<file path="config.mk">
export PLATFORM = sky130hd
export DESIGN_NAME = dtrc_top
export DESIGN_NICKNAME = d
export VERILOG_FILES = /design/src/core/dtrc_pkg.sv /design/src/core/dtrc_code.sv /design/src/core/dtrc_tick.sv /design/src/core/dtrc_top.sv
export SDC_FILE = /design/constraint.sdc
export NUM_CORES = 1
export LEC_CHECK = 0
export BUFFER_PORTS_ARGS = -buffer_cell sky130_fd_sc_hd__buf_2
export CAP_MARGIN = 20
export CORE_MARGIN = 1.5
export CORE_UTILIZATION = 61
export DETAILED_ROUTE_END_ITERATION = 8
export PLACE_DENSITY = 0.8
export SLEW_MARGIN = 30
export SYNTH_ARGS = -nofsm -noshare
export SYNTH_HDL_FRONTEND = slang
export SYNTH_SLANG_ARGS = --single-unit
</file>
<file path="constraint.sdc">
create_clock -name clk -period 6.8 [get_ports clk]
set_input_delay 0.34 -clock clk [delete_from_list [all_inputs] [get_ports clk]]
set_output_delay 0.34 -clock clk [all_outputs]
set_load 0.01 [all_outputs]
</file>
<file path="src/core/dtrc_pkg.sv">
package dtrc_pkg;

  // ------------------------------------------------------------------
  // timing
  // ------------------------------------------------------------------
  localparam int CLK_KHZ = 250000;
  localparam int TICK_MS = 1000;
  localparam int TICK_CYCLES = TICK_MS * CLK_KHZ;
  localparam int WDT_MS = 2000;
  localparam int WDT_CYCLES = WDT_MS * CLK_KHZ;

  // ------------------------------------------------------------------
  // register offsets (byte addresses)
  // ------------------------------------------------------------------
  localparam logic [7:0] OFS_CFGA_LO = 8'h00;
  localparam logic [7:0] OFS_CFGA_HI = 8'h04;
  localparam logic [7:0] OFS_CFGB = 8'h08;
  localparam logic [7:0] OFS_SCTRL = 8'h0C;
  localparam logic [7:0] OFS_PWM = 8'h10;
  localparam logic [7:0] OFS_PSB = 8'h14;
  localparam logic [7:0] OFS_MASTER_PORT_BUFFER = 8'h18;
  localparam logic [7:0] OFS_CMD = 8'h1C;
  localparam logic [7:0] OFS_STATUS = 8'h20;

  // ------------------------------------------------------------------
  // field positions
  // ------------------------------------------------------------------
  localparam int CODE_LSB = 44;
  localparam int MON_EN_BIT = 11;
  localparam int MUTE_BIT = 9;
  localparam int CMD_COMMIT_BIT = 0;

  // ------------------------------------------------------------------
  // reset values
  // ------------------------------------------------------------------
  localparam logic [47:0] CFGA_RST = 48'h0000_0000_0000;
  localparam logic [15:0] CFGB_RST = 16'h0000;
  localparam logic [31:0] SCTRL_RST = 32'h0000_0000;
  localparam logic [31:0] PWM_RST = 32'hFFFF_FFFF;
  localparam logic [31:0] PSB_RST = 32'h0000_FFFF;
  localparam logic [31:0] MASTER_PORT_BUFFER_RST = 32'hFFFF_FFFF;

  // timeout code durations in seconds, index = code
  localparam logic [12:0] CODE_SECS [16] = '{
    13'h0000, 13'h001E, 13'h003C, 13'h0078, 13'h00B4, 13'h00F0, 13'h012C, 13'h0258,
    13'h0384, 13'h04B0, 13'h0708, 13'h0960, 13'h0E10, 13'h1194, 13'h1518, 13'h1C20
  };

  typedef enum logic [1:0] {
    DTRC_STANDBY = 2'b00,
    DTRC_EXTBAL = 2'b01,
    DTRC_SLEEP = 2'b10
  } dtrc_mode_e;

  typedef struct packed {
    logic [31:0] cnt;
    logic tick;
  } dtrc_tick_s;

  typedef struct packed {
    logic [47:0] cfga;
    logic [47:0] stage;
    logic [15:0] cfgb;
    logic [31:0] sctrl;
    logic [31:0] pwm;
    logic [31:0] psb;
    logic [31:0] master_port_buffer;
    logic [12:0] remain;
    logic [31:0] wdt_cnt;
    logic wdt_exp;
    dtrc_mode_e mode;
    logic pready;
    logic pslverr;
    logic [31:0] prdata;
    logic [14:0] dcc;
  } dtrc_state_s;

endpackage

</file>
<file path="src/core/dtrc_code.sv">
`timescale 1ns/1ns
module dtrc_code (
  input wire logic [12:0] remain_i, // seconds left
  output logic [3:0] code_o // read-back timeout code
);
  logic [14:0] above;

  // ------------------------------------------------------------------
  // bracket compare: each bound passed adds one to the code
  // ------------------------------------------------------------------
  genvar k;
  generate
    for (k = 0; k < 15; k++) begin : g_cmp
      assign above[k] = remain_i > dtrc_pkg::CODE_SECS[k];
    end
  endgenerate

  always_comb begin
    code_o = 4'h0;
    for (int i = 0; i < 15; i++) begin
      code_o = code_o + {3'h0, above[i]};
    end
  end
endmodule // dtrc_code

</file>
<file path="src/core/dtrc_tick.sv">
`timescale 1ns/1ns
module dtrc_tick #(
  parameter int unsigned PERIOD = dtrc_pkg::TICK_CYCLES
) (
  input wire logic clk, // core clock
  input wire logic arst_n, // async reset, active low
  output logic tick_o // one-cycle pulse every PERIOD cycles
);
  dtrc_pkg::dtrc_tick_s cur_ff;
  dtrc_pkg::dtrc_tick_s nxt_ff;

  // free-running so the discharge countdown never depends on traffic
  always_comb begin
    nxt_ff = cur_ff;
    nxt_ff.tick = 1'b0;
    if (cur_ff.cnt == 32'(PERIOD - 1)) begin
      nxt_ff.cnt = 32'h0000_0000;
      nxt_ff.tick = 1'b1;
    end else begin
      nxt_ff.cnt = cur_ff.cnt + 32'h0000_0001;
    end
  end

  always_ff @(posedge clk or negedge arst_n) begin
    if (!arst_n) begin
      cur_ff <= '0;
    end else begin
      cur_ff <= nxt_ff;
    end
  end

  assign tick_o = cur_ff.tick;
endmodule // dtrc_tick

</file>
<file path="src/core/dtrc_top.sv">
// Functional notes
// - code zero: timer disabled or expired
// - running code gives remaining-time bracket
// - ordinary commands never restart discharge timer
// - only committed group A write restarts timer
// - expiry resets first, then written data loads
// - expiry during config read still resets
// - expiry during switch read resets switch bits
// - power cycle: standby, defaults, discharge off
// - thermal shutdown clears config except mute bit, keeps switch group
// - watchdog with timer: extended balancing, partial reset
// - watchdog without timer: sleep, full reset
// - timer expiry after watchdog: same as sleep
// - early expiry: discharge off, pwm/switch reset
// - early expiry: group A/B partial reset
// - pin high, nonzero code: switches held on
// - watchdog expires after 2 s without command
`timescale 1ns/1ns
module dtrc_top #(
  parameter int unsigned TICK_CYCLES = dtrc_pkg::TICK_CYCLES,
  parameter int unsigned WDT_CYCLES = dtrc_pkg::WDT_CYCLES
) (
  input wire logic clk, // 250 MHz core clock
  input wire logic arst_n, // power-on reset, active low
  input wire logic psel, // apb select
  input wire logic penable, // apb access phase
  input wire logic pwrite, // apb direction
  input wire logic [7:0] paddr, // apb byte address
  input wire logic [31:0] pwdata, // apb write data
  output logic [31:0] prdata, // apb read data
  output logic pready, // apb ready
  output logic pslverr, // apb error on unmapped address
  input wire logic cmd_valid_i, // pulse: valid command with matching check code
  input wire logic thsd_i, // pulse: thermal shutdown trip
  input wire logic timer_enable_pin, // level: discharge timer enable strap
  output logic [14:0] dcc_o, // discharge switch enables per cell
  output logic [1:0] mode_o, // device state
  output logic wdt_o // watchdog has expired
);
  dtrc_pkg::dtrc_state_s cur_ff;
  dtrc_pkg::dtrc_state_s nxt_ff;

  logic tick;
  logic [3:0] live_code;
  logic apb_setup;
  logic apb_done;
  logic apb_wr;
  logic kick;
  logic running;
  logic wdt_fire;
  logic dt_fire;
  logic addr_hit;
  logic [31:0] rd_mux;
  logic [47:0] cfga_view;

  // ------------------------------------------------------------------
  // leaf blocks
  // ------------------------------------------------------------------
  dtrc_tick #(
    .PERIOD(TICK_CYCLES)
  ) u_tick (
    .clk(clk),
    .arst_n(arst_n),
    .tick_o(tick)
  );

  dtrc_code u_code (
    .remain_i(cur_ff.remain),
    .code_o(live_code)
  );

  // ------------------------------------------------------------------
  // event decode
  // ------------------------------------------------------------------
  assign apb_setup = psel && !penable;
  assign apb_done = psel && penable && cur_ff.pready;
  assign apb_wr = apb_done && pwrite && !cur_ff.pslverr;
  // any completed command restarts the watchdog; only a group A commit restarts the discharge timer
  assign kick = cmd_valid_i || apb_done;
  assign running = cur_ff.remain != 13'h0000;
  assign wdt_fire = !kick && !cur_ff.wdt_exp && (cur_ff.wdt_cnt == 32'(WDT_CYCLES - 1));
  assign dt_fire = running && tick && timer_enable_pin && (cur_ff.remain == 13'h0001);

  // read path shows the live code in place of the stored field
  always_comb begin
    cfga_view = cur_ff.cfga;
    cfga_view[dtrc_pkg::CODE_LSB +: 4] = live_code;
  end

  always_comb begin
    addr_hit = 1'b1;
    rd_mux = 32'h0000_0000;
    case (paddr)
      dtrc_pkg::OFS_CFGA_LO: rd_mux = cfga_view[31:0];
      dtrc_pkg::OFS_CFGA_HI: rd_mux = {16'h0000, cfga_view[47:32]};
      dtrc_pkg::OFS_CFGB: rd_mux = {16'h0000, cur_ff.cfgb};
      dtrc_pkg::OFS_SCTRL: rd_mux = cur_ff.sctrl;
      dtrc_pkg::OFS_PWM: rd_mux = cur_ff.pwm;
      dtrc_pkg::OFS_PSB: rd_mux = cur_ff.psb;
      dtrc_pkg::OFS_MASTER_PORT_BUFFER: rd_mux = cur_ff.master_port_buffer;
      dtrc_pkg::OFS_CMD: rd_mux = 32'h0000_0000;
      dtrc_pkg::OFS_STATUS: begin
        rd_mux = {20'h00000, live_code, running, cur_ff.wdt_exp, 4'h0, cur_ff.mode};
      end
      default: addr_hit = 1'b0;
    endcase
  end

  // ------------------------------------------------------------------
  // next state
  // ------------------------------------------------------------------
  always_comb begin
    nxt_ff = cur_ff;

    // discharge countdown, one second per tick
    if (tick && running) begin
      nxt_ff.remain = cur_ff.remain - 13'h0001;
    end
    if (!timer_enable_pin) begin
      nxt_ff.remain = 13'h0000;
    end

    // watchdog: a command wakes the device and restarts the count
    if (kick) begin
      nxt_ff.wdt_cnt = 32'h0000_0000;
      nxt_ff.wdt_exp = 1'b0;
      nxt_ff.mode = dtrc_pkg::DTRC_STANDBY;
    end else if (!cur_ff.wdt_exp) begin
      nxt_ff.wdt_cnt = cur_ff.wdt_cnt + 32'h0000_0001;
    end
    if (wdt_fire) begin
      nxt_ff.wdt_exp = 1'b1;
    end

    // watchdog timeout
    if (wdt_fire && running) begin
      nxt_ff.mode = dtrc_pkg::DTRC_EXTBAL;
      nxt_ff.cfga[7:0] = dtrc_pkg::CFGA_RST[7:0];
      if (!cur_ff.cfgb[dtrc_pkg::MON_EN_BIT]) begin
        nxt_ff.cfga[31:8] = dtrc_pkg::CFGA_RST[31:8];
      end
      nxt_ff.cfgb[3:0] = dtrc_pkg::CFGB_RST[3:0];
      nxt_ff.master_port_buffer = dtrc_pkg::MASTER_PORT_BUFFER_RST;
    end

    // expiry resets act on stored groups even mid-read; the host discards data
    if ((wdt_fire && !running) || (dt_fire && (cur_ff.wdt_exp || wdt_fire))) begin
      nxt_ff.mode = dtrc_pkg::DTRC_SLEEP;
      nxt_ff.cfga = dtrc_pkg::CFGA_RST;
      nxt_ff.cfgb = dtrc_pkg::CFGB_RST;
      nxt_ff.pwm = dtrc_pkg::PWM_RST;
      nxt_ff.sctrl = dtrc_pkg::SCTRL_RST;
      nxt_ff.psb = dtrc_pkg::PSB_RST;
      nxt_ff.master_port_buffer = dtrc_pkg::MASTER_PORT_BUFFER_RST;
      nxt_ff.remain = 13'h0000;
    end else if (dt_fire) begin
      nxt_ff.pwm = dtrc_pkg::PWM_RST;
      nxt_ff.sctrl = dtrc_pkg::SCTRL_RST;
      nxt_ff.psb = dtrc_pkg::PSB_RST;
      if (cur_ff.cfgb[dtrc_pkg::MON_EN_BIT]) begin
        nxt_ff.cfga[31:8] = dtrc_pkg::CFGA_RST[31:8];
      end
      nxt_ff.cfga[47:32] = dtrc_pkg::CFGA_RST[47:32];
      nxt_ff.cfgb[7:4] = dtrc_pkg::CFGB_RST[7:4];
      nxt_ff.cfgb[15:8] = dtrc_pkg::CFGB_RST[15:8];
      nxt_ff.cfgb[dtrc_pkg::MUTE_BIT] = cur_ff.cfgb[dtrc_pkg::MUTE_BIT];
    end

    // thermal trip leaves the switch-control group alone
    if (thsd_i) begin
      nxt_ff.cfga = dtrc_pkg::CFGA_RST;
      nxt_ff.cfgb = dtrc_pkg::CFGB_RST;
      nxt_ff.cfgb[dtrc_pkg::MUTE_BIT] = cur_ff.cfgb[dtrc_pkg::MUTE_BIT];
      nxt_ff.master_port_buffer = dtrc_pkg::MASTER_PORT_BUFFER_RST;
      nxt_ff.remain = 13'h0000;
    end

    // bus handshake: answer registered in setup, so access completes at once
    nxt_ff.pready = apb_setup;
    if (apb_setup) begin
      nxt_ff.prdata = rd_mux;
      nxt_ff.pslverr = !addr_hit;
    end else if (apb_done) begin
      nxt_ff.pslverr = 1'b0;
    end

    // writes land after event resets so a commit in the expiry cycle survives
    if (apb_wr) begin
      case (paddr)
        dtrc_pkg::OFS_CFGA_LO: nxt_ff.stage[31:0] = pwdata;
        dtrc_pkg::OFS_CFGA_HI: nxt_ff.stage[47:32] = pwdata[15:0];
        dtrc_pkg::OFS_CFGB: nxt_ff.cfgb = pwdata[15:0];
        dtrc_pkg::OFS_SCTRL: nxt_ff.sctrl = pwdata;
        dtrc_pkg::OFS_PWM: nxt_ff.pwm = pwdata;
        dtrc_pkg::OFS_PSB: nxt_ff.psb = pwdata;
        dtrc_pkg::OFS_MASTER_PORT_BUFFER: nxt_ff.master_port_buffer = pwdata;
        dtrc_pkg::OFS_CMD: begin
          if (pwdata[dtrc_pkg::CMD_COMMIT_BIT]) begin
            nxt_ff.cfga = cur_ff.stage;
            if (timer_enable_pin) begin
              nxt_ff.remain = dtrc_pkg::CODE_SECS[cur_ff.stage[dtrc_pkg::CODE_LSB +: 4]];
            end else begin
              nxt_ff.remain = 13'h0000;
            end
          end
        end
        default: nxt_ff.stage = cur_ff.stage;
      endcase
    end

    // switches follow the cell bits until the watchdog fires, then only with the timer
    if (nxt_ff.mode == dtrc_pkg::DTRC_SLEEP ||
        (nxt_ff.wdt_exp && nxt_ff.remain == 13'h0000)) begin
      nxt_ff.dcc = 15'h0000;
    end else begin
      nxt_ff.dcc = {nxt_ff.cfgb[6:4], nxt_ff.cfga[43:32]};
    end
  end

  // ------------------------------------------------------------------
  // state register
  // ------------------------------------------------------------------
  always_ff @(posedge clk or negedge arst_n) begin
    if (!arst_n) begin
      cur_ff.cfga <= dtrc_pkg::CFGA_RST;
      cur_ff.stage <= dtrc_pkg::CFGA_RST;
      cur_ff.cfgb <= dtrc_pkg::CFGB_RST;
      cur_ff.sctrl <= dtrc_pkg::SCTRL_RST;
      cur_ff.pwm <= dtrc_pkg::PWM_RST;
      cur_ff.psb <= dtrc_pkg::PSB_RST;
      cur_ff.master_port_buffer <= dtrc_pkg::MASTER_PORT_BUFFER_RST;
      cur_ff.remain <= 13'h0000;
      cur_ff.wdt_cnt <= 32'h0000_0000;
      cur_ff.wdt_exp <= 1'b0;
      cur_ff.mode <= dtrc_pkg::DTRC_STANDBY;
      cur_ff.pready <= 1'b0;
      cur_ff.pslverr <= 1'b0;
      cur_ff.prdata <= 32'h0000_0000;
      cur_ff.dcc <= 15'h0000;
    end else begin
      cur_ff <= nxt_ff;
    end
  end

  // ------------------------------------------------------------------
  // outputs
  // ------------------------------------------------------------------
  assign prdata = cur_ff.prdata;
  assign pready = cur_ff.pready;
  assign pslverr = cur_ff.pslverr;
  assign dcc_o = cur_ff.dcc;
  assign mode_o = cur_ff.mode;
  assign wdt_o = cur_ff.wdt_exp;
endmodule // dtrc_top

</file>
**Word level (Yosys, flattened, before mapping)**

Memory sizes are Yosys's and may differ from the RTL's.
Cells that the tools add are included.

- Register bits after elaboration: 370
- Memory bits (read-only): 208
- Bits of input ports: 48
- Output and inout port bits: 52
- Word-level logic and storage cells: 144
- Memories kept: 1

- $add $sub $neg: 17
- Order comparisons: 16
- Eq/ne operators: 13
- Mux-type cells: 47
- Bitwise logic cells: 1
- Reduce and logical (&&, ||, !) cells: 31

Memories:

| name | depth | width | rd ports | clocked after memory_dff | wr ports | RTL line | RTL |
|---|---|---|---|---|---|---|---|
| (name not given) | 16 | 13 | 1 | 0 | 0 | dtrc_top.sv:201 | `nxt_ff.remain = dtrc_pkg::CODE_SECS[cur_ff.stage[dtrc_pkg::CODE_LSB +: 4]];` |

Operator list:

| operator | number |
|---|---|
| $mux W32 | 10 |
| $pmux W32 S8 | 1 |
| $mux W253 | 1 |
| $mux W96 | 2 |
| $mux W48 | 3 |
| $mux W13 | 7 |
| $mux W45 | 2 |
| $mux W40 | 2 |
| $add A32 B1 Y32 const B | 2 |
| $add A4 B1 Y4 | 13 |
| $mux W16 | 3 |
| $mux W24 | 2 |
| $eq A32 B28 Y1 const B | 1 |
| $eq A32 B29 Y1 const B | 1 |
| $eq A8 B5 Y1 const B | 4 |
| $gt A13 B10 Y1 const B | 2 |
| $gt A13 B11 Y1 const B | 2 |
| $gt A13 B12 Y1 const B | 2 |
| $gt A13 B13 Y1 const B | 2 |
| $gt A13 B8 Y1 const B | 2 |
| $mux W12 | 2 |
| $eq A8 B4 Y1 const B | 2 |
| $mux W15 | 1 |
| $logic_and A1 B1 Y1 | 14 |
| other kinds (27) | 42 |

**Depth between registers and ports, before layout**

Gate-level depths: netlist of run 1.

- Depth in word-level cells: 19
- Depth in mapped cells: 22

**Cells and area by module**

From an unflattened synthesis of run 1, not the netlist that was laid out.

- Cells, all modules: 1,770
- Area total of the unflattened synthesis: 18,134.9 µm²

By module, submodules not included:

| module | times used | cells each | area each (µm²) | sequential area each (µm²) |
|---|---|---|---|---|
| dtrc_top | 1 | 1,502 | 15,617.5 | 8,433.1 |
| dtrc_tick | 1 | 171 | 1,755.4 | 825.8 |
| dtrc_code | 1 | 97 | 762.0 | 0.0 |

**Worst setup path after synthesis of run 1**

No wires, ideal clock.

- Kind: reg2reg
- From: reg cur_ff[84] (netlist name)
- To: reg, netlist name prdata[10]
- Arrival: 5,028 ps
- Required time: 6,667 ps
- Path slack: 1,639 ps
- Cell stages (with the launch flop): 22
- Path buffers: 1
- Period minus slack after synthesis: 5,161 ps
- Path through: dfrtp_1 -> inv_1 -> ha_1 -> clkbuf_1 -> nor3b_1 -> nand4_1 -> ha_1 -> inv_1 -> fa_1 -> fa_1 -> fa_1 -> fa_1 -> inv_1 -> ha_1 -> inv_1 -> fa_1 -> xor2_1 -> nor2_1 -> a21oi_1 -> o21ai_0 -> a311oi_1 -> o21ai_0

- Longest elaborated chain between the ends: 16
- Elaborated cells on any way between the ends: 30
- Classes of those cells: add/sub: 14; order compare: 15; mux: 1

RTL lines:

| item | RTL line | RTL |
|---|---|---|
| from (decl) | dtrc_top.sv:40 | `dtrc_pkg::dtrc_state_s cur_ff;` |
| from (signal assigned) | dtrc_top.sv:241 | `cur_ff <= nxt_ff;` |
| $gt A13 B1 Y1 / $gt A13 B5 Y1 (equally long branches) | dtrc_code.sv:14 | `assign above[k] = remain_i > dtrc_pkg::CODE_SECS[k];` |
| $add A1 B1 Y2 | dtrc_code.sv:21 | `code_o = code_o + {3'h0, above[i]};` |
| $add A4 B1 Y4 (12 in a row) | dtrc_code.sv:21 |  |
| $add A4 B1 Y4 (*) | dtrc_code.sv:21 |  |
| $pmux W32 S8 (*) | dtrc_top.sv:93 | `case (paddr)` |

Every way passes the cells marked *; elsewhere a longest branch is shown, timed or not.
A chain may end at the register's enable or synchronous reset.

**Worst setup path in the final report of run 1**

- From: reg cur_ff[84] (netlist name)
- To: reg, netlist name prdata[13]

- Longest elaborated chain between the ends: 16
- Elaborated cells on any way between the ends: 30
- Classes of those cells: add/sub: 14; order compare: 15; mux: 1

RTL lines:

| item | RTL line |
|---|---|
| $gt A13 B1 Y1 / $gt A13 B5 Y1 (equally long branches) | dtrc_code.sv:14 |
| $add A1 B1 Y2 | dtrc_code.sv:21 |
| $add A4 B1 Y4 (12 in a row) | dtrc_code.sv:21 |
| $add A4 B1 Y4 (*) | dtrc_code.sv:21 |
| $pmux W32 S8 (*) | dtrc_top.sv:93 |

Marked as above.

==> impl_summary.log, run 1 <==
INFO  metric post_dp_cell_area = approximately 0.018 mm²
INFO  metric synth-simple-area-share = 17.87%
INFO  metric worst_setup_skew_after_layout = around 20 ps
INFO  metric dr.pass1.iters = 6
INFO  metric die_height = approximately 170 µm
INFO  metric result_of_the_run = finished, final reports clean
INFO  metric clock_pin_transition_on_the_worst_setup_and_hold_timing_paths = 60 ps
INFO  metric critical_path_required = 7190 ps
INFO  metric timing.hold.worst.class = in2reg
INFO  metric synth_xor_xnor_area_share = 3.326%
INFO  metric grt_first_pass_wirelength = 76.49 mm
INFO  metric seq_area_frac_synth = about half
INFO  metric cts.htree.levels = 2
INFO  metric max_slew_margin = 30.50%
INFO  metric num-fill-cells = 2134
INFO  metric post-route-drc-count = 0
INFO  metric yosys-mux-area-fraction = 5.834%
INFO  metric synthesis.nets = about 1900
INFO  metric synth-compound-area-share = 13.88%
INFO  metric routedWlPerCell = 21.86 µm
INFO  metric design.die.area = slightly above 0.03 mm²
INFO  metric clockBufferDepth = 3
INFO  metric setup_tns = 0 ps
INFO  metric cts_buffers = 38
INFO  metric start_util = 62.23%
INFO  metric timing.final.crit_share = 84.61%
INFO  metric cp-start-kind = register
INFO  metric finalSetupViolations = 0
INFO  metric drt_first_iter_violations = 1403
INFO  metric power-per-cell-area = 225.8 mW/mm²
INFO  metric timing_worst_setup_path_type = reg2reg
INFO  metric grt_pass1_vias = 13908
INFO  metric finalNetCount = 1873
INFO  metric postRouteAntennaNets = 0
INFO  metric grt_antenna_before_repair = 2
INFO  metric slew_violations = 0
INFO  metric worst_skew_pair.late_latency = ~530 ps
INFO  metric cts.root.buffer_cell = clkbuf_16
INFO  metric finalHoldViolCount = 0
INFO  metric synth_top_family_by_area = simple AND/OR/NAND/NOR gates
INFO  metric cts.repair.resized = 0
INFO  metric post_synthesis_share_of_cell_area_spent_on_full_adders_half_adders_and_majority_gates = 2.264%
INFO  metric place.port_buffers = 99
INFO  metric synth_edf_count = 0
INFO  metric total_power = 4.431 mW
INFO  metric final_design_area_no_fill = 0.01963 mm²
INFO  metric total_routing_usage_gr = a little under a third
INFO  metric drive_above_1_share = 19.22%
INFO  metric tritoncts_clock_tree = built
INFO  metric num_vias = approximately 14000
INFO  metric ys.warnings.count = 0
INFO  metric leakage_component_of_the_power = between 8 and 9 nW
INFO  metric fin_worst_hold_slack = roughly 95 ps
INFO  metric netlist_instances = 1801
INFO  metric grt_setup_unrepaired = no
INFO  metric max-cap-violations = 0
INFO  metric worst-path-max-fanout = 12
INFO  metric cts_sinks = 366
INFO  metric grt_max_degree = 163
INFO  metric synth_top_flop_cell = dfrtp_1
INFO  metric critical_path_arrival = a little over 6000 ps
INFO  metric cp-end-kind = register
INFO  metric maxClockFrequency = 173.8 MHz
INFO  metric synth-async-reset-ratio = 100.0%
INFO  metric synth.cell_area = 0.01791 mm²
INFO  metric layout_min_cycle_time = 5753 ps
INFO  metric area_growth = 9.593%
INFO  metric die_x = 174.3 µm
INFO  metric place.detailed.hpwl = just under 30 mm
INFO  metric timing_worst_slew_pin_value = 1042 ps
INFO  metric synth.distinct_cells = 73
INFO  metric gpl.final_weighted_congestion = 0.9172
INFO  metric post_synth.cell_area_avg = just under 10 µm²
INFO  metric ioPinCount = 100
INFO  metric grt.overflow.total = 0
INFO  metric std_cell_rows = 62
INFO  metric route.final.wire_length = just under 50 mm
INFO  metric max-vdd-ir-drop = 0.2109 mV
INFO  metric design.core.area = 0.02878 mm²
INFO  metric synth-seq-cells = 366
INFO  metric drt-vias-per-instance = between 6 and 7
cell families (layout without fill, tap and decap cells):
group / Yosys count / in the layout
AOI/OAI and AO/OA: 358 / 358
muxes: 96 / 96
other: 0 / 1
buffers and inverters: 191 / 216
and+or+nand+nor: 695 / 695
xor gates and xnor gates: 68 / 68
DFF: 366 / 366
adders and majority gates: 27 / 27
worst max-delay path, stage by stage (launching register included):
cell and delay, ps:
dfrtp_1 440, inv_1 130, ha_1 160, buf_4 170, nor3b_1 300, nand4_1 390
ha_1 440, inv_1 50, fa_1 500, fa_1 540, fa_1 530, fa_1 480
inv_1 70, ha_1 170, inv_1 60, fa_1 540, a21oi_1 80, a22oi_1 150
o22ai_1 120, a211oi_1 200, o21ai_0 110
routing by layer:
layer	track usage, %	up-vias	wire [µm]
met5	0	-	11
met1	44.26	7023	20130
met3	6.780	122	4201
li1	-	6280	-
met2	49.63	662	22370
met4	12.21	2	1628
what timing repair did:
action / CTS / global route
buffers inserted: 0 / 0
hold endpoints to repair: 105 / 0
hold buffers: 1 / 0
power by group:
part	internal, mW	total [mW]	switching [mW]	leakage, nW
combinational	0.0418	0.175	0.133	3.53
sequential	2.19	2.19	0.00546	4.79
clock	1.21	2.06	0.855	0.588
total	3.44	4.43	0.993	8.92
layout by cell type (no fill, tap or decap), types with 9 or more instances in the layout:
cell type,synthesis,final
dfrtp_1,286,286
nor2_1,227,225
nand2_1,210,209
o21ai_0,113,113
buf_2,2,98
dfstp_2,80,80
nor3_1,67,64
a22o_1,64,64
a21oi_1,48,47
mux2i_1,47,47
mux2_2,47,47
nand3_1,42,41
clkbuf_16,0,38
xnor2_1,34,34
xor2_1,34,34
o22a_1,32,32
nand4_1,22,22
inv_1,22,22
buf_4,49,22
a221oi_1,20,20
ha_1,18,18
and3_1,18,17
nor4_1,17,16
o22ai_1,14,14
nor2b_1,13,12
nor2_2,10,12
clkbuf_1,101,12
or3_1,10,9
fa_1,9,9
path summary, 6_finish.rpt:
kind,from,slack [ps],depth (start not counted),endpoint
worst max-delay path,cur_ff[84],1050,20,prdata[13]
worst min-delay path,pwdata[24],90,3,cur_ff[217]
worst max register to register,cur_ff[84],1050,20,prdata[13]
worst min register to register,prdata[0],470,1,prdata[0]
max in group asynchronous,arst_n,5310,3,cur_ff[215]
min in group asynchronous,arst_n,290,2,u_tick.tick_o
registers in the layout (all words and copies together) (netlist names):
name and cells:
pready 1, dcc_o 15, cur_ff 237, pslverr 1, prdata 32, cfga_view 44
wdt_o 1, mode_o 2, u_tick.tick_o 1, u_tick.cur_ff 32
area by class of cell:
cell class | count | area (µm²) | share of cell area, %
tap | 384 | 480.5 | 2.448
multi-input combinational | 1244 | 7821 | 39.85
inverter | 22 | 82.58 | 0.4208
clock inverter | 13 | 165.2 | 0.8415
clock buffer | 55 | 1065 | 5.425
timing repair buffer | 126 | 750.7 | 3.825
antenna | 1 | 2.502 | 0.01275
sequential | 366 | 9259 | 47.18
Yosys cell counts (22+ instances only):
cell / instances / area, µm²
buf_4: 49 / 367.9
nand2_1: 210 / 788.3
nor2_1: 227 / 852.1
mux2i_1: 47 / 470.5
nand3_1: 42 / 210.2
o21ai_0: 113 / 565.5
a21oi_1: 48 / 240.2
xnor2_1: 34 / 297.8
mux2_2: 47 / 529.3
clkbuf_1: 101 / 379.1
dfstp_2: 80 / 2102
nand4_1: 22 / 137.6
nor3_1: 67 / 335.3
dfrtp_1: 286 / 7157
a22o_1: 64 / 560.5
inv_1: 22 / 82.58
o22a_1: 32 / 280.3
xor2_1: 34 / 297.8
stage by stage:
step                      setup slack [ps]  utilization [%]  std cells
after floorplan                       1639                -       1801
after global placement                1265            63.69       2140
after detailed placement              1119            63.76       2140
after CTS                             1106            68.06       2209
after global routing                 661.3            68.19       2210
final                                 1047            68.19       2211
No activity file was read; power rests on OpenSTA's default activity.
==> inputs of run 2 (changes only) <==
CORE_UTILIZATION = 56   (was 61)
PLACE_DENSITY = 0.77   (was 0.8)
clock period = 5.29 ns   (was 6.8 ns; I/O delays follow)
==> run 2 against run 1 <==
Non-clock buffer count grew 48. Sequential share of layout area down 1.4 points. Final cell count increased by 3.3%. Combinational power grew 35%. Power increased by 33%. Largest power group is now clock. Setup slack got worse by 820 ps. Clock skew grew 0.52 ps. Via count grew 0.32%. Routed wire length grew 3.4%. Clock power grew 37%. Die area rose by 8.8%. Critical path depth decreased by 2.
==> impl_summary.log, run 2 (synthesized netlist as in run 1, its figures left out) <==
INFO  metric result_of_the_run = finished, final reports clean
INFO  metric critical_path_arrival = 5480 ps (-660 ps)
INFO  metric std_cell_rows = 65 (+4.8%)
INFO  metric cts.htree.levels = 2 (unchanged)
INFO  metric worst_setup_skew_after_layout = 20.82 ps (+0.5160 ps)
INFO  metric grt_max_degree = 141 (-13%)
INFO  metric critical_path_required = 5710 ps (-1480 ps)
INFO  metric tritoncts_clock_tree = built
INFO  metric share_of_total_power_in_the_clock_network = 48.1% (+1.5 points)
INFO  metric timing_worst_setup_path_type = reg2reg
INFO  metric cts.root.buffer_cell = clkbuf_16
INFO  metric mostFrequentLayoutCell = dfrtp_1
INFO  metric timing.critical_path.cells = buf_6 -> or4_4 -> a21oi_4 -> o21a_1 -> fa_1 -> fa_1 -> fa_1 -> fa_1 -> inv_1 -> ha_1 -> inv_1 -> fa_2 -> xor2_2 -> nor2_1 -> a21oi_1 -> o21ai_0 -> a311oi_1 -> o21ai_1
INFO  metric max_slew_margin = 32.74% (+2.2 points)
INFO  metric die_x = 181.8 µm (+4.3%)
INFO  metric ioPinCount = 100 (unchanged)
INFO  metric power-per-cell-area = 290.5 mW/mm² (+29%)
INFO  metric timing_worst_slew_pin_value = 1007 ps (-35.79 ps)
INFO  metric final_design_area_no_fill = 0.02025 mm² (+3.2%)
INFO  metric layout.cells.non_filler = 2284 (+3.3%)
INFO  metric num-fill-cells = 2511 (+18%)
INFO  metric worst-path-max-fanout = 10 (-2)
INFO  metric registers.top_by_ff_count = cur_ff
INFO  metric number_of_flip_flops_in_the_largest_register = 237 (unchanged)
INFO  metric max-cap-violations = 0 (unchanged)
INFO  metric timing.hold.worst_path_depth = 3 (unchanged)
INFO  metric route.final.wire_length = 49.98 mm (+3.4%)
INFO  metric net-switching-power = 1.319 mW (+33%)
INFO  metric timing.final.crit_share = 95.69% (+11 points)
INFO  metric finalHoldViolCount = 0 (unchanged)
INFO  metric power_frac_seq = 47.9% (-1.6 points)
INFO  metric timing.critical_path.max_delay_family = adder cells
INFO  metric routedWlPerCell = 21.88 µm (about the same)
INFO  metric slew_violations = 0 (unchanged)
INFO  metric drive_above_1_share = 21.38% (+2.2 points)
INFO  metric crit_path_frequent_cell = fa_1
INFO  metric max-vdd-ir-drop = 0.3046 mV (+44%)
INFO  metric grt_antenna_before_repair = 3 (+1)
INFO  metric grt_setup_unrepaired = no
INFO  metric maxClockFrequency = 197.6 MHz (+14%)
INFO  metric place.port_buffers = 99 (unchanged)
INFO  metric grt_first_pass_wirelength = 79.23 mm (+3.6%)
INFO  metric swShare = 22.42% (about the same)
INFO  metric total_routing_usage_gr = 30.72% (-1.2 points)
INFO  metric leakage_component_of_the_power = 9.208 nW (+3.3%)
INFO  metric layout_min_cycle_time = 5062 ps (-691.5 ps)
INFO  metric place.detailed.hpwl = 30.92 mm (+5.2%)
INFO  metric total_power = 5.882 mW (+33%)
INFO  metric internal-power = 4.563 mW (+33%)
INFO  metric clock_pin_transition_on_the_worst_setup_and_hold_timing_paths = 60 ps (about the same)
INFO  metric drt_first_iter_violations = 1360 (-3.1%)
INFO  metric critical_path.max_stage_delay = 570 ps (+30 ps)
INFO  metric cell_with_the_largest_stage_delay_on_the_worst_path = fa_1
INFO  metric post-route-drc-count = 0 (unchanged)
INFO  metric area_growth = 13.06%
INFO  metric post-place-cells = 2184 (+2.1%)
INFO  metric cp-start-kind = register
INFO  metric finalNetCount = 1923 (+2.7%)
INFO  metric cts_sinks = 366 (unchanged)
INFO  metric ff2ff_path_depth = 18 (-10%)
INFO  metric start_util = 56.75% (-5.5 points)
INFO  metric crit_cells = 18 (-10%)
INFO  metric die_height = 181.8 µm (+4.3%)
INFO  metric num_vias = 14134 (+0.32%)
INFO  metric worst_skew_pair.late_latency = 550 ps (+20 ps)
INFO  metric design.die.area = 0.03306 mm² (+8.8%)
INFO  metric finalSetupViolations = 0 (unchanged)
INFO  metric drt-vias-per-instance = 6.188 (-2.9%)
INFO  metric clockBufferDepth = 3 (unchanged)
INFO  metric cp-end-kind = register
INFO  metric grt.overflow.total = 0 (unchanged)
INFO  metric worst-path-buf-inv = 3 (-2)
INFO  metric timing.hold.worst.class = in2reg
INFO  metric dr.pass1.iters = 6 (unchanged)
INFO  metric design.core.area = 0.03156 mm² (+9.6%)
INFO  metric cts_buffers = 40 (+5.3%)
INFO  metric postRouteAntennaNets = 0 (unchanged)
INFO  metric post_dp_cell_area = 0.01857 mm² (+1.2%)
INFO  metric grt_pass1_vias = 14186 (+2.0%)
INFO  metric gpl.final_weighted_congestion = 0.8942 (-2.5%)
INFO  metric pwr-share-comb = 4.0% (about the same)
INFO  metric final_cell_mix = dfrtp_1 (284), nor2_1 (223), nand2_1 (209)
-- run 2: cell count changes in the layout (fill, tap and decap cells not counted), sizes merged --
| cell | before | now |
|---|---|---|
| buf | 125 | 157 |
| bufinv | 3 | 4 |
| diode | 1 | 2 |
| clkinvlp | 4 | 2 |
| inv | 23 | 24 |
| dlygate4sd3 | 1 | 17 |
| clkbuf | 55 | 61 |
-- run 2: final timing paths --
kind                                  startpoint                to  slack, ps
worst min-delay path                  pwdata[15]       cur_ff[176]         30
worst max-delay path                  cur_ff[90]        prdata[10]        230
min in group asynchronous                 arst_n        cur_ff[70]        200
worst min register to register  u_tick.cur_ff[5]  u_tick.cur_ff[5]        460
worst max register to register        cur_ff[90]        prdata[10]        230
max in group asynchronous                 arst_n       cur_ff[269]       4000
-- run 2: through the flow --
step | setup WS [ps] | hold slack (ps) | util, % | setup TNS (ps)
floorplan | 129.2 | -31.09 | - | 0
global placement | 184.4 | 438.9 | 58.80 | 0
detailed placement | -51.08 | 443.0 | 58.83 | -51.08
CTS | 42.87 | 6.153 | 63.59 | 0
global route | 17.76 | 27.71 | 64.16 | 0
finish | 228.2 | 26.81 | 64.16 | 0
-- run 2: cell type report --
class                      count  area (µm²)  share of cell area [%]
inverter                      22       82.58                  0.4079
sequential                   366        9261                   45.74
clock buffer                  61        1141                   5.636
timing repair buffer         174        1171                   5.784
tap                          402       503.0                   2.484
multi-input combinational   1244        7905                   39.04
antenna                        2       5.005                 0.02472
clock inverter                13       177.7                  0.8775
-- run 2: power groups by stage --
| stage | logic, mW | registers [mW] | clock network, mW |
|---|---|---|---|
| 2_1_floorplan | 0.0809 | 2.87 | 0 |
| 3_5_place_dp | 0.221 | 2.87 | 0 |
| 6_report | 0.237 | 2.82 | 2.83 |
| 5_1_grt | 0.258 | 2.82 | 2.97 |
| 4_1_cts | 0.232 | 2.82 | 2.86 |
| 3_3_place_gp | 0.219 | 2.87 | 0 |
-- run 2: tightest hold or removal path: cells and delay by family --
family,cells,cell delay (ps)
AND/OR/NAND/NOR,2,160
buffers and inverters,1,150
-- run 2: repair_timing --
action	CTS	global route
pin swaps	0	12
gates resized for setup	2	25
endpoints found under the setup margin	1	5
hold buffers	17	0
cloned	0	0
buffers inserted	0	6
endpoints found under the hold margin	150	0
-- run 2: metal layers --
| layer | up-vias | routed length [µm] | track usage (%) |
|---|---|---|---|
| met5 | - | 14 | 0 |
| met4 | 2 | 1715 | 11.60 |
| met3 | 133 | 4137 | 5.656 |
| met2 | 618 | 22790 | 48.57 |
| met1 | 7006 | 21310 | 42.40 |
| li1 | 6375 | - | - |
==> inputs of run 3 (changes only) <==
HOLD_SLACK_MARGIN = 0.08   (was default)
==> run 3 against run 2 <==
Die area unchanged. Combinational power increased by 4%. Clock-buffer cell count unchanged. Via count is 0.69% higher. Largest cell class unchanged.
==> impl_summary.log, run 3 (synthesized netlist as in run 1, its figures left out) <==
INFO  metric postRouteAntennaNets = 0 (unchanged)
INFO  metric leakage_component_of_the_power = 9.274 nW (+0.73%)
INFO  metric cts.htree.levels = 2 (unchanged)
INFO  metric routedWlPerCell = 21.74 µm (-0.62%)
INFO  metric worst-path-max-fanout = 10 (unchanged)
INFO  metric gr-usage-met3 = 5.475% (-0.18 points)
INFO  metric cell_with_the_largest_stage_delay_on_the_worst_path = fa_1
INFO  metric ioPinCount = 100 (unchanged)
INFO  metric drive_above_1_share = 21.20% (-0.18 points)
INFO  metric grt_antenna_before_repair = 1 (-2)
INFO  metric cts.root.buffer_cell = clkbuf_16
INFO  metric gpl.final_weighted_congestion = 0.8942 (unchanged)
INFO  metric dr.pass1.iters = 7 (+1)
INFO  metric layout.cells.non_filler = 2299 (+0.66%)
INFO  metric cp-start-kind = register
INFO  metric grt_pass1_vias = 14283 (+0.68%)
INFO  metric timing_worst_setup_path_type = reg2reg
INFO  metric clock_pin_transition_on_the_worst_setup_and_hold_timing_paths = 60 ps (about the same)
INFO  metric number_of_flip_flops_in_the_largest_register = 237 (unchanged)
INFO  metric timing.critical_path.max_delay_family = adder cells
INFO  metric critical_path.max_stage_delay = 570 ps (about the same)
INFO  metric die_x = 181.8 µm (unchanged)
INFO  metric worst_setup_skew_after_layout = 18.63 ps (-2.196 ps)
INFO  metric critical_path_required = 5700 ps (about the same)
INFO  metric place.port_buffers = 99 (unchanged)
INFO  metric registers.top_by_ff_count = cur_ff
INFO  metric num-fill-cells = 2494 (-0.68%)
INFO  metric drt-vias-per-instance = 6.191 (about the same)
INFO  metric design.die.area = 0.03306 mm² (unchanged)
INFO  metric design.core.area = 0.03156 mm² (unchanged)
INFO  metric finalNetCount = 1939 (+0.83%)
INFO  metric final_cell_mix = dfrtp_1 (284), nor2_1 (223), nand2_1 (209)
INFO  metric cp-end-kind = register
INFO  metric result_of_the_run = finished, final reports clean
INFO  metric timing.critical_path.cells = buf_6 -> or4_4 -> a21oi_4 -> o21a_1 -> fa_1 -> fa_1 -> fa_1 -> fa_1 -> inv_1 -> ha_1 -> inv_1 -> fa_2 -> xor2_2 -> nor2_1 -> a21oi_1 -> o21ai_0 -> a311oi_1 -> o21ai_1
INFO  metric worst_skew_pair.late_latency = 550 ps (about the same)
INFO  metric finalHoldViolCount = 0 (unchanged)
INFO  metric globalRoute.busiestLayer = met2
INFO  metric area_growth = 13.94%
INFO  metric maxClockFrequency = 196.8 MHz (-0.38%)
INFO  metric groute.layer.met2.usage = 48.58% (about the same)
INFO  metric place.detailed.hpwl = 30.92 mm (unchanged)
INFO  metric setup_tns = 0 ps (unchanged)
INFO  metric grt_setup_unrepaired = no
INFO  metric grt_max_degree = 141 (unchanged)
INFO  metric grt.overflow.total = 0 (unchanged)
INFO  metric total_routing_usage_gr = 30.80% (+0.080 points)
INFO  metric clockBufferDepth = 3 (unchanged)
INFO  metric die_height = 181.8 µm (unchanged)
INFO  metric crit_path_frequent_cell = fa_1
INFO  metric timing.final.crit_share = 96.05% (+0.37 points)
INFO  metric mostFrequentLayoutCell = dfrtp_1
INFO  metric multi_input_area = 0.007905 mm² (unchanged)
INFO  metric worst-path-buf-inv = 3 (unchanged)
INFO  metric finalCoreUtilization = 64.66% (+0.50 points)
INFO  metric num_vias = 14232 (+0.69%)
INFO  metric global_route.usage.met1 = 42.68% (+0.28 points)
INFO  metric max-vdd-ir-drop = 0.3047 mV (about the same)
INFO  metric start_util = 56.75% (unchanged)
INFO  metric timing_worst_slew_pin_value = 996.4 ps (-10.33 ps)
INFO  metric tritoncts_clock_tree = built
INFO  metric critical_path_arrival = 5500 ps (+20 ps)
INFO  metric power-per-cell-area = 288.8 mW/mm² (-0.58%)
INFO  metric timing.hold.worst.class = in2reg
INFO  metric post-place-cells = 2184 (unchanged)
INFO  metric slew_violations = 0 (unchanged)
INFO  metric cts_buffers = 40 (unchanged)
INFO  metric post-route-drc-count = 0 (unchanged)
INFO  metric max_slew_margin = 33.28% (+0.54 points)
INFO  metric cts_sinks = 366 (unchanged)
INFO  metric max-cap-violations = 0 (unchanged)
INFO  metric grt_first_pass_wirelength = 79.53 mm (+0.38%)
INFO  metric drt_first_iter_violations = 1355 (-0.37%)
INFO  metric layout_min_cycle_time = 5081 ps (+19.34 ps)
INFO  metric std_cell_rows = 65 (unchanged)
INFO  metric route.final.wire_length = 49.99 mm (about the same)
INFO  metric seq_area = 0.009261 mm² (unchanged)
INFO  metric finalSetupViolations = 0 (unchanged)
## run 3: what timing repair did
action,in CTS,in global routing
gates resized for setup,2,25
endpoints found under the setup margin,1,5
gates cloned,0,0
hold endpoints to repair,263,0
hold buffers,33,0
buffers inserted,0,6
pin swaps,0,12
## run 3: area by class of cell
cell class | instances | area share [%]
Antenna cell | 1 | 0.01226
Clock buffer | 61 | 5.592
Clock inverter | 13 | 0.8707
Inverter | 22 | 0.4047
Multi-Input combinational cell | 1244 | 38.74
Sequential cell | 366 | 45.39
Tap cell | 402 | 2.465
Timing Repair Buffer | 190 | 6.524
## run 3: where the power goes
part	total [mW]	switching (mW)	internal [mW]
registers	2.82	0.00711	2.81
clock network	2.83	1.14	1.69
logic	0.247	0.177	0.0700
## run 3: worst register-to-register path, stage by stage (launching register included)
cell,delay [ps]
dfrtp_1,430
buf_6,170
or4_4,560
a21oi_4,140
o21a_1,160
fa_1,450
fa_1,570
fa_1,440
fa_1,490
inv_1,70
ha_1,180
inv_1,60
fa_2,350
xor2_2,200
nor2_1,60
a21oi_1,170
o21ai_0,110
a311oi_1,260
o21ai_1,100
## run 3: worst paths after layout
kind,startpoint,to,slack [ps],cells after the start
worst max-delay path,cur_ff[90],prdata[10],210,18
worst min-delay path,cmd_valid_i,cur_ff[64],100,3
worst max register to register,cur_ff[90],prdata[10],210,18
worst min register to register,u_tick.cur_ff[5],u_tick.cur_ff[5],460,1
max in group asynchronous,arst_n,cur_ff[224],4020,3
min in group asynchronous,arst_n,cur_ff[66],200,2
## run 3: stage by stage
stage                     total power [mW]  worst slack, ps  hold WS (ps)  cell area [µm²]
after floorplan                      2.947            129.2        -31.09            17910
after CTS                            5.918            42.87         86.17            20230
after global placement               3.085            184.4         438.9            18550
after global routing                 6.056            17.77         114.2            20400
final                                5.894            208.8         97.51            20400
after detailed placement             3.088           -51.08         443.0            18570
## run 3: per-layer routing
layer	share of wire, %	wire, µm
met1	42	21050
met5	0	0
met4	3.4	1685
met2	46	22820
met3	8.9	4440
